**src/logic/bpl_params.svh**
```systemverilog
// Purpose: Timing, pattern and field constants for the power line modem PHY.
// Assumes: A 40 MHz core clock.
// Notes: Cycle counts derive from times in nanoseconds.
`ifndef BPL_PARAMS_SVH
`define BPL_PARAMS_SVH
`define BPL_CLK_NS 25
`define BPL_TX_TICK_NS 633
`define BPL_TX_TICK_CYC (`BPL_TX_TICK_NS / `BPL_CLK_NS)
`define BPL_SAMP_NS 7299
`define BPL_SAMP_CYC (`BPL_SAMP_NS / `BPL_CLK_NS)
`define BPL_PHASES 12
`define BPL_SQ_HIGH 6
`define BPL_MINUS_DLY 4
`define BPL_CYC_PER_BIT 24
`define BPL_SAMP_PER_BIT 25
`define BPL_IF_SAMPS 8
`define BPL_PRE_LEN 24
`define BPL_PREAMBLE 24'hAA_AAAA
`define BPL_CW_LEN 11
`define BPL_WSYNC 11'h67B
`define BPL_EOP 11'h733
`define BPL_SUFFIX 2'h1
`define BPL_CRC_POLY 16'h1021
`define BPL_CRC_INIT 16'hFFFF
`define BPL_BUSY_RUN 5'h08
`define BPL_WORD_WAIT 6'h23
`endif

```
**src/logic/bpl_pkg.sv**
```systemverilog
// Purpose: Types and the CRC helper shared by the modem PHY.
// Assumes: Constants come from the params header.
// Notes: Gray codes along the main state sequences; the return to idle and the return from data to bit hunt change two bits.
`include "bpl_params.svh"
package bpl_pkg;
	typedef enum logic [1:0] {RX_HUNT_BIT = 2'h0, RX_HUNT_WORD = 2'h1, RX_DATA = 2'h3} bpl_rx_st_t;
	typedef enum logic [2:0] {TX_IDLE = 3'h0, TX_WAIT = 3'h1, TX_PRE = 3'h3, TX_SYNC = 3'h2,
		TX_DATA = 3'h6, TX_CRC = 3'h7, TX_EOP = 3'h5} bpl_tx_st_t;
	typedef struct packed {logic valid; logic last; logic [7:0] data;} bpl_tx_req_t;
	typedef struct packed {
		logic byteValid;
		logic [7:0] data;
		logic parityErr;
		logic frameGood;
		logic frameBad;
	} bpl_rx_evt_t;
	// One byte of CRC-16, most significant bit first.
	function automatic logic [15:0] bpl_crc_byte(input logic [15:0] crc, input logic [7:0] d);
		logic [15:0] c;
		c = crc;
		for (int i = 7; i >= 0; i--) begin
			c = (c[15] ^ d[i]) ? ((c << 1) ^ `BPL_CRC_POLY) : (c << 1);
		end
		return c;
	endfunction : bpl_crc_byte
endpackage : bpl_pkg

```
**src/logic/bpl_phy.sv**
```systemverilog
// Purpose: Digital BPSK power line PHY: tri-level pulse transmitter and sampled receiver.
// Assumes: adcData is stable when adcDone rises; the host holds each byte until txReady.
// Notes: The phase-locked loop is reduced to a fixed local reference correlator.
`timescale 1ns/10ps
`include "bpl_params.svh"
module bpl_phy #(
	parameter int ADC_W = 12,
	parameter int TICK_CYC = `BPL_TX_TICK_CYC,
	parameter int SAMP_CYC = `BPL_SAMP_CYC
) (
	input wire logic core_clk,
	input wire logic arst_n,
	input wire bpl_pkg::bpl_tx_req_t txReq,
	output logic txReady,
	output logic txActive,
	output logic txPlus,
	output logic txMinus,
	output logic adcStart,
	input wire logic adcDone,
	input wire logic signed [ADC_W-1:0] adcData,
	output bpl_pkg::bpl_rx_evt_t rxEvt
);
	bpl_pkg::bpl_tx_st_t txState_reg;
	bpl_pkg::bpl_rx_st_t rxState_reg;
	logic [8:0] tickCnt_reg;
	logic [3:0] phase_reg;
	logic [4:0] carr_reg;
	logic [23:0] txSh_reg;
	logic [4:0] txLeft_reg;
	logic lastTaken_reg;
	logic crcIdx_reg;
	logic [15:0] txCrc_reg;
	logic [3:0] txPh;
	logic tick;
	logic bitEnd;
	logic chanBusy;

	// Carrier timing runs only within a frame so each frame starts at phase zero.
	assign tick = (tickCnt_reg == 9'(TICK_CYC - 1));
	assign bitEnd = tick && phase_reg == 4'(`BPL_PHASES - 1) && carr_reg == 5'(`BPL_CYC_PER_BIT - 1);
	always_ff @(posedge core_clk or negedge arst_n) begin
		if (!arst_n) begin
			tickCnt_reg <= 9'h000;
			phase_reg <= 4'h0;
			carr_reg <= 5'h00;
		end else if (!txActive) begin
			tickCnt_reg <= 9'h000;
			phase_reg <= 4'h0;
			carr_reg <= 5'h00;
		end else begin
			tickCnt_reg <= tick ? 9'h000 : tickCnt_reg + 9'h001;
			if (tick) begin
				phase_reg <= (phase_reg == 4'(`BPL_PHASES - 1)) ? 4'h0 : phase_reg + 4'h1;
				if (phase_reg == 4'(`BPL_PHASES - 1)) begin
					carr_reg <= bitEnd ? 5'h00 : carr_reg + 5'h01;
				end
			end
		end
	end

	// A one shifts the whole pattern by half a carrier, which is the 180 degree phase.
	assign txPh = txSh_reg[23] ? ((phase_reg >= 4'(`BPL_SQ_HIGH)) ? phase_reg - 4'(`BPL_SQ_HIGH)
		: phase_reg + 4'(`BPL_SQ_HIGH)) : phase_reg;
	always_ff @(posedge core_clk or negedge arst_n) begin
		if (!arst_n) begin
			txPlus <= 1'b0;
			txMinus <= 1'b1;
		end else if (!txActive) begin
			txPlus <= 1'b0;
			txMinus <= 1'b1;
		end else begin
			// Both high gives the positive third, both low the negative third.
			txPlus <= (txPh < 4'(`BPL_SQ_HIGH));
			txMinus <= !(txPh >= 4'(`BPL_MINUS_DLY) &&
				txPh < 4'(`BPL_MINUS_DLY + `BPL_SQ_HIGH));
		end
	end

	// Frame sequencer: preamble, word sync, codewords, CRC, end pattern.
	always_ff @(posedge core_clk or negedge arst_n) begin
		if (!arst_n) begin
			txState_reg <= bpl_pkg::TX_IDLE;
			txActive <= 1'b0;
			txReady <= 1'b0;
			txSh_reg <= 24'h00_0000;
			txLeft_reg <= 5'h00;
			lastTaken_reg <= 1'b0;
			crcIdx_reg <= 1'b0;
			txCrc_reg <= `BPL_CRC_INIT;
		end else begin
			txReady <= 1'b0;
			case (txState_reg)
				bpl_pkg::TX_IDLE: begin
					txActive <= 1'b0;
					if (txReq.valid) begin
						txState_reg <= bpl_pkg::TX_WAIT;
					end
				end
				bpl_pkg::TX_WAIT: begin
					if (!chanBusy) begin
						txState_reg <= bpl_pkg::TX_PRE;
						txActive <= 1'b1;
						txSh_reg <= `BPL_PREAMBLE;
						txLeft_reg <= 5'(`BPL_PRE_LEN);
						txCrc_reg <= `BPL_CRC_INIT;
						lastTaken_reg <= 1'b0;
						crcIdx_reg <= 1'b0;
					end
				end
				default: begin
					if (bitEnd && txLeft_reg > 5'h01) begin
						txSh_reg <= {txSh_reg[22:0], 1'b0};
						txLeft_reg <= txLeft_reg - 5'h01;
					end else if (bitEnd) begin
						txLeft_reg <= 5'(`BPL_CW_LEN);
						if (txState_reg == bpl_pkg::TX_PRE) begin
							txState_reg <= bpl_pkg::TX_SYNC;
							txSh_reg <= {`BPL_WSYNC, 13'h0000};
						end else if (txState_reg == bpl_pkg::TX_EOP) begin
							txState_reg <= bpl_pkg::TX_IDLE;
							txActive <= 1'b0;
						end else if (txState_reg != bpl_pkg::TX_CRC && !lastTaken_reg &&
							txReq.valid) begin
							txState_reg <= bpl_pkg::TX_DATA;
							txSh_reg <= {txReq.data, ^txReq.data, `BPL_SUFFIX, 13'h0000};
							txCrc_reg <= bpl_pkg::bpl_crc_byte(txCrc_reg, txReq.data);
							lastTaken_reg <= txReq.last;
							txReady <= 1'b1;
						end else if (txState_reg != bpl_pkg::TX_CRC) begin
							// A missing byte ends the message, so the CRC still follows.
							txState_reg <= bpl_pkg::TX_CRC;
							crcIdx_reg <= 1'b1;
							txSh_reg <= {txCrc_reg[15:8], ^txCrc_reg[15:8], `BPL_SUFFIX, 13'h0000};
						end else if (crcIdx_reg) begin
							// The low CRC byte keeps the state so the end pattern still follows it.
							crcIdx_reg <= 1'b0;
							txSh_reg <= {txCrc_reg[7:0], ^txCrc_reg[7:0], `BPL_SUFFIX, 13'h0000};
						end else begin
							txState_reg <= bpl_pkg::TX_EOP;
							txSh_reg <= {`BPL_EOP, 13'h0000};
						end
					end
				end
			endcase
		end
	end

	// Conversion start is a free running strobe; no frame activity may disturb it.
	logic [9:0] sampTimer_reg;
	always_ff @(posedge core_clk or negedge arst_n) begin
		if (!arst_n) begin
			sampTimer_reg <= 10'h000;
			adcStart <= 1'b0;
		end else begin
			sampTimer_reg <= (sampTimer_reg == 10'(SAMP_CYC - 1)) ? 10'h000 : sampTimer_reg + 10'h001;
			adcStart <= (sampTimer_reg == 10'(SAMP_CYC - 1));
		end
	end

	// Done pin synchroniser; the level counts only when the second and third stages agree.
	logic doneS1_reg, doneS2_reg, doneS3_reg, doneLvl_reg, sampEvt;
	always_ff @(posedge core_clk or negedge arst_n) begin
		if (!arst_n) begin
			doneS1_reg <= 1'b0;
			doneS2_reg <= 1'b0;
			doneS3_reg <= 1'b0;
			doneLvl_reg <= 1'b0;
		end else begin
			doneS1_reg <= adcDone;
			doneS2_reg <= doneS1_reg;
			doneS3_reg <= doneS2_reg;
			if (doneS2_reg == doneS3_reg) begin
				doneLvl_reg <= doneS3_reg;
			end
		end
	end
	assign sampEvt = doneS2_reg && doneS3_reg && !doneLvl_reg;

	// Correlate the first 24 samples of each bit with the local reference; the sign gives the bit.
	logic signed [ADC_W+5:0] acc_reg;
	logic [2:0] ifCnt_reg;
	logic [4:0] sampCnt_reg;
	logic bitEvt_reg, rxBit_reg;
	always_ff @(posedge core_clk or negedge arst_n) begin
		if (!arst_n) begin
			acc_reg <= '0;
			ifCnt_reg <= 3'h0;
			sampCnt_reg <= 5'h00;
			bitEvt_reg <= 1'b0;
			rxBit_reg <= 1'b0;
		end else begin
			bitEvt_reg <= 1'b0;
			if (sampEvt) begin
				ifCnt_reg <= ifCnt_reg + 3'h1;
				if (sampCnt_reg == 5'(`BPL_SAMP_PER_BIT - 1)) begin
					sampCnt_reg <= 5'h00;
					acc_reg <= '0;
					bitEvt_reg <= 1'b1;
					rxBit_reg <= acc_reg[ADC_W+5];
				end else begin
					sampCnt_reg <= sampCnt_reg + 5'h01;
					acc_reg <= (ifCnt_reg < 3'(`BPL_IF_SAMPS / 2)) ? acc_reg + (ADC_W+6)'(adcData)
						: acc_reg - (ADC_W+6)'(adcData);
				end
			end
		end
	end

	// Bit stream hunt: bit sync, then word sync, then codewords.
	logic [23:0] hist_reg;
	logic [10:0] cw_reg;
	logic [5:0] cwCnt_reg;
	logic pol_reg;
	logic [4:0] altRun_reg;
	logic [15:0] rxCrc_reg;
	logic [10:0] cwNext;
	assign cwNext = {cw_reg[9:0], rxBit_reg ^ pol_reg};
	assign chanBusy = (rxState_reg != bpl_pkg::RX_HUNT_BIT) || (altRun_reg >= `BPL_BUSY_RUN);
	always_ff @(posedge core_clk or negedge arst_n) begin
		if (!arst_n) begin
			rxState_reg <= bpl_pkg::RX_HUNT_BIT;
			hist_reg <= 24'h00_0000;
			cw_reg <= 11'h000;
			cwCnt_reg <= 6'h00;
			pol_reg <= 1'b0;
			altRun_reg <= 5'h00;
			rxCrc_reg <= `BPL_CRC_INIT;
			rxEvt <= '0;
		end else begin
			rxEvt <= '0;
			if (bitEvt_reg) begin
				hist_reg <= {hist_reg[22:0], rxBit_reg};
				altRun_reg <= (rxBit_reg != hist_reg[0]) ? ((&altRun_reg) ? altRun_reg
					: altRun_reg + 5'h01) : 5'h00;
				cw_reg <= cwNext;
				case (rxState_reg)
					bpl_pkg::RX_HUNT_BIT: begin
						if ({hist_reg[22:0], rxBit_reg} == `BPL_PREAMBLE ||
							{hist_reg[22:0], rxBit_reg} == ~`BPL_PREAMBLE) begin
							rxState_reg <= bpl_pkg::RX_HUNT_WORD;
							cwCnt_reg <= 6'h00;
						end
					end
					bpl_pkg::RX_HUNT_WORD: begin
						cwCnt_reg <= cwCnt_reg + 6'h01;
						if ({hist_reg[9:0], rxBit_reg} == `BPL_WSYNC ||
							{hist_reg[9:0], rxBit_reg} == ~`BPL_WSYNC) begin
							rxState_reg <= bpl_pkg::RX_DATA;
							// Inverted polarity exactly when the inverse pattern matched.
							pol_reg <= ({hist_reg[9:0], rxBit_reg} != `BPL_WSYNC);
							cwCnt_reg <= 6'h00;
							rxCrc_reg <= `BPL_CRC_INIT;
						end else if (cwCnt_reg == `BPL_WORD_WAIT) begin
							rxState_reg <= bpl_pkg::RX_HUNT_BIT;
						end
					end
					default: begin
						cwCnt_reg <= cwCnt_reg + 6'h01;
						if (cwCnt_reg == 6'(`BPL_CW_LEN - 1)) begin
							cwCnt_reg <= 6'h00;
							if (cwNext == `BPL_EOP) begin
								rxState_reg <= bpl_pkg::RX_HUNT_BIT;
								rxEvt.frameGood <= (rxCrc_reg == 16'h0000);
								rxEvt.frameBad <= (rxCrc_reg != 16'h0000);
							end else if (^cwNext[10:2]) begin
								rxState_reg <= bpl_pkg::RX_HUNT_BIT;
								rxEvt.parityErr <= 1'b1;
								rxEvt.frameBad <= 1'b1;
							end else begin
								rxEvt.byteValid <= 1'b1;
								rxEvt.data <= cwNext[10:3];
								rxCrc_reg <= bpl_pkg::bpl_crc_byte(rxCrc_reg, cwNext[10:3]);
							end
						end
					end
				endcase
			end
		end
	end
endmodule : bpl_phy

```
**config.mk**
```make
export PLATFORM = sky130hd
export DESIGN_NAME = bpl_phy
export DESIGN_NICKNAME = d
export VERILOG_FILES = /design/src/logic/bpl_pkg.sv /design/src/logic/bpl_phy.sv
export VERILOG_INCLUDE_DIRS = /design/src /design/src/logic
export SDC_FILE = /design/constraint.sdc
export NUM_CORES = 1
export LEC_CHECK = 0
export BUFFER_PORTS_ARGS = -buffer_cell sky130_fd_sc_hd__buf_2
export CAP_MARGIN = 10
export CORE_ASPECT_RATIO = 1.25
export CORE_MARGIN = 4
export CORE_UTILIZATION = 60
export CTS_BUF_LIST = sky130_fd_sc_hd__clkbuf_16
export DETAILED_ROUTE_END_ITERATION = 8
export PLACE_DENSITY = 0.78
export SLEW_MARGIN = 10
export SYNTH_ARGS = -nofsm -noshare
export SYNTH_HDL_FRONTEND = slang
export SYNTH_SLANG_ARGS = --single-unit
```
**constraint.sdc**
```tcl
create_clock -name core_clk -period 3.81 [get_ports core_clk]
set_clock_uncertainty 0.15 [all_clocks]
set_input_delay 0.381 -clock core_clk [delete_from_list [all_inputs] [get_ports core_clk]]
set_output_delay 0.381 -clock core_clk [all_outputs]
set_load 0.03 [all_outputs]
```
== Word level (Yosys, flattened, before mapping) ==
Cells that the tools add are included.
Storage, ports and cells
  ROM bits: 0
  register bits after elaboration: 190
  input bits: 25
  memories kept: 0
  RAM bits: 0
  bits in latches: 0
  logic and storage cells: 293
  output and inout port bits: 17
Cells by class
  divide/modulo/power cells: 0
  magnitude comparators: 7
  bitwise gates (word level): 35
  multiplexer cells: 117
  $mul: 0
  add/subtract/negate cells: 13
  shift-type cells: 0
  equality and inequality tests: 38
  reductions and logical operators: 47
Operator list (count)
  $mux 13: 16
  $mux 24: 8
  $mux 16: 10
  $pmux 16 s2: 2
  $mux 5: 10
  $not 3->3: 16
  $pmux 24 s2: 1
  $mux 12: 3
  $mux 18: 2
  $mux 1: 30
  $mux 3: 9
  $mux 9: 3
  $eq 24x23->1 const B: 1
  $eq 24x24->1 const B: 1
  $reduce_xor 8->1: 3
  $eq 11x11->1 const B: 2
  $mux 10: 2
  $mux 4: 5
  $reduce_and 5->1: 4
  $add 18x12->18: 1
  $mux 6: 3
  $sub 18x12->18: 1
  $xor 1x1->1: 17
  $logic_not 16->1: 1
  58 further kinds: 106

== Logic depth before layout (Yosys ltp) ==
  depth after elaboration: 22
  depth in mapped cells: 14
  depth with buffers taken out: 14

== Least setup slack after synthesis ==
No wires, ideal clock.
  kind: input to register
  start: input port adcData[2]
  end: register acc_reg[12]
  arrival: 3012 ps
  stages: 10
  setup slack: 526 ps
  library setup time: 122 ps
  path buffers: 0
  data required time: 3538 ps
  path through: or4_1 -> nor4_2 -> nor2_1 -> xnor2_1 -> ha_1 -> a2111oi_0 -> a211oi_1 -> nand2b_1 -> a211o_1 -> a32o_1
Between the ends
  word-level cells in the longest chain between the ends: 3
  elaborated cells between the ends (all ways): 4
  those cells by class: add/sub: 2; mux: 2
RTL lines
  start: declaration: RTL line bpl_phy.sv:20  | input wire logic signed [ADC_W-1:0] adcData,
  $sub 18x12->18 / $add 18x12->18 (equally long branches): RTL line bpl_phy.sv:203, bpl_phy.sv:202
  $mux 18 *: RTL line bpl_phy.sv:202  | acc_reg <= (ifCnt_reg < 3'(`BPL_IF_SAMPS / 2)) ? acc_reg + (ADC_W+6)'(adcData)
  $mux 18 *: RTL line bpl_phy.sv:195  | if (sampCnt_reg == 5'(`BPL_SAMP_PER_BIT - 1)) begin
  end signal: assignment: RTL line bpl_phy.sv:202
  end: declaration: RTL line bpl_phy.sv:180  | logic signed [ADC_W+5:0] acc_reg;
Every way passes the cells marked *; elsewhere a longest branch is shown, timed or not.
A chain may end at the register's enable or synchronous reset.

== Worst setup path after layout ==
Same ends and word-level chain as after synthesis.

==> impl_results.md <==
- Status: completed
- Final Hold Fails: 0
- Clk buf depth: 2
- Synth top area share: 37.3%
- Core area: 17000 um2
- Height of the die: 156 um
- Sw frac: 33.3%
- Setup CP Type: input port to flop
- Starting Density: 61.7%
- Hold Buf Count CTS: 2
- Crit path buf inv count: 1
- Clock Tree Root: clkbuf_16
- Pleak: 5.07 nW
- Normalized max-slew margin: 35.3%
- TNS Setup: 0 ns
- Syn Nets: 1160
- NetSw: 1.84 mW
- Syn Area/Cell: 9.61 um2
- CP cell instances: buf_2 -> or4_1 -> nor4_2 -> nor2_1 -> xnor2_1 -> ha_1 -> a2111oi_0 -> a211oi_1 -> nand2b_1 -> a211o_1 -> a32o_1
- DRT Pass-1 Iters: 5
- Logic pwr share: 29.3%
- Mapped Area: 10500 um2
- Tcrit/Tclk final: 83.7%
- Count leader, synth: dfrtp_1
- Antenna Cells: 0
- CTS H-Tree Depth: 4
- Final Net Count: 1196
- Worst Path Max Fanout: 4
- R2R Path Start: ifCnt_reg[2]
- Max-Cap Viols: 0
- R2R cell count: 9
- RSZ-0062 raised after global routing: no
- Sequential element share of the synthesized area: 45.6%
- VDD IR-drop max: 0.503 mV
- Pwr/cell area: 483 nW/um2
- Post-DP HPWL: 14.5 mm
- Top delay family on crit path: compound AO/OA/AOI/OAI gates
- ANT nets after route: 0
- Yosys reg bits: 189
- Vias in the first global route: 7893
- Layout Cells excl Fill: 1358
- Worst-margin pin slew: 0.962 ns
- RePlAce Congestion: 0.862
- Cts repair resizes: 0
- Worst-path clk slew: 0.07 ns
- Dominant cell type by area after synthesis: dfrtp_1
- Mapped Cells: 1089
- FMAX: 314 MHz
- Distinct cells, synth: 73
- # rows: 53
- Synth warn: 0
- Ys flop type: dfrtp_1
- Area Growth Syn to Fin: 9.51%
- Full die area: 19600 um2
- Later-pin clock latency in the skew report: 0.43 ns
- CTS tree: built
- Io pins: 42
- Slowest-stage cell, CP: a2111oi_0
- Global-route wire length before repair: 36.5 mm
- Die X: 126 um
- Total CTS buffers: 17
- Dpl cells: 1324
- Most area-consuming cells after synthesis: dfrtp_1, dfstp_2, xnor2_1, ha_1, nand2_1
- Final setup vio count: 0
- Final wirelength: 20.8 mm
- Total track usage: 22.1%
- # Post-CTS Setup Buffers: 0
- CP startpoint: adcData[2]
- Vias: 7887
- Critical Path Sink: acc_reg[12]
- R2R setup slack: 0.76 ns
- Fill cell count: 1379
- Synth cell count leaders: dfrtp_1, nand2_1, nor2_1
- Final count of pins violating max slew: 0
- CP peak stage delay: 0.59 ns
- Initial antenna violation count: 0
- CP startpoint kind: input port
- Min Tclk post-route: 3.19 ns
- Remaining global-route overflow: 0
- Internal power: 3.70 mW
- Layout cells sized above 1: 15.0%
- Vias per cell: 5.81
- Share of power burned in registers: 40.9%
- Reg-to-Reg End: acc_reg[12]
- Largest net degree at the start of global routing: 120
- Average wire per standard cell: 15.3 um
- DRC: 0
- Required time of the critical path: 3.98 ns
- DRT iter0 DRCs: 445
- TritonCTS sink count: 189
- Share of total power in the clock network: 29.8%
- Instance count on the critical path: 11
- Number of synthesized flops with an enable pin: 0
- Async S/R FF share, synth: 100%
- Worst Hold Class: input port to flop
- Crit end category: flop
- Port bufs: 41
- Worst EP arrival: 3.36 ns
==> worst register-to-register path: stages (launching register included) <==
cell	delay (ns)
dfrtp_1	0.47
buf_4	0.25
nor2_1	0.08
xnor2_1	0.13
ha_1	0.32
a2111oi_0	0.59
a211oi_1	0.21
nand2b_1	0.18
a211o_1	0.29
a32o_1	0.26
==> cell type report <==
cell class | count | area (um2) | area share [%]
Tap cell | 220 | 275 | 2.40
Clock buffer | 17 | 425 | 3.71
Timing Repair Buffer | 59 | 354 | 3.09
Clock inverter | 15 | 120 | 1.05
Inverter | 49 | 184 | 1.60
Sequential cell | 189 | 4770 | 41.6
Multi-Input combinational cell | 809 | 5340 | 46.5
==> cells in the final DEF (no fill, tap or decap), types with 16 or more instances in the layout <==
cell	count
inv_1	52
nor3_1	22
buf_2	40
dfrtp_1	156
xor2_1	40
nor2_1	113
dfstp_2	33
ha_1	45
mux2_2	32
buf_4	16
a21oi_1	63
clkbuf_16	17
nand3_1	33
xnor2_1	76
nand2_1	113
o21ai_0	64
a31oi_1	34
==> worst min-delay path by stage <==
stage | to | from | slack (ns) | depth (start not counted)
6_report | lastTaken_reg | txReq[8] | 0.05 | 3
5_1_grt | lastTaken_reg | txReq[8] | 0.07 | 3
4_1_cts | lastTaken_reg | txReq[8] | 0.03 | 3
3_5_place_dp | doneS2_reg | doneS1_reg | 0.19 | 0
3_3_place_gp | doneS2_reg | doneS1_reg | 0.18 | 0
2_1_floorplan | acc_reg[0] | arst_n | -0.06 | 0
==> logic make-up (layout without fill, tap and decap cells) <==
kind of cell,Yosys count,count (layout),synth area share (%)
AO/OA/AOI/OAI,228,228,13.5
flip-flops,189,189,45.6
multiplexers,38,38,4.13
adder cells (fa/ha/maj),46,46,5.57
XOR/XNOR,116,116,9.70
buffers and inverters,91,140,3.47
AND/OR/NAND/NOR,381,381,18.1
==> power groups by stage <==
| stage | clock [mW] | sequential (mW) | combinational, mW |
|---|---|---|---|
| after floorplan | 0 | 2.26 | 1.29 |
| after global placement | 0 | 2.30 | 1.57 |
| after detailed placement | 0 | 2.30 | 1.60 |
| after CTS | 1.69 | 2.27 | 1.62 |
| after global routing | 1.76 | 2.29 | 1.84 |
| final | 1.65 | 2.27 | 1.62 |
==> metrics by stage <==
| stage | hold WS, ns | worst slack [ns] | instance area (um2) | total power, mW | utilization, % |
|---|---|---|---|---|---|
| 3_3_place_gp | 0.184 | 0.255 | 10900 | 3.86 | 64.2 |
| 4_1_cts | 0.0325 | 0.653 | 11500 | 5.57 | 67.5 |
| 2_1_floorplan | -0.0646 | 0.526 | 10500 | 3.55 | - |
| 3_5_place_dp | 0.193 | 0.206 | 10900 | 3.90 | 64.2 |
| 6_report | 0.0470 | 0.622 | 11500 | 5.54 | 67.5 |
| 5_1_grt | 0.0683 | 0.288 | 11500 | 5.89 | 67.5 |
==> routing by layer <==
metal	share of wire [%]	GRT usage [%]	vias to the layer above
met5	0	0	-
met4	2.2	8.43	0
met3	3.3	3.53	44
met2	51	37.7	139
met1	44	28.5	3811
li1	-	-	3893
Note: power is estimated with default switching activity, not from simulation.
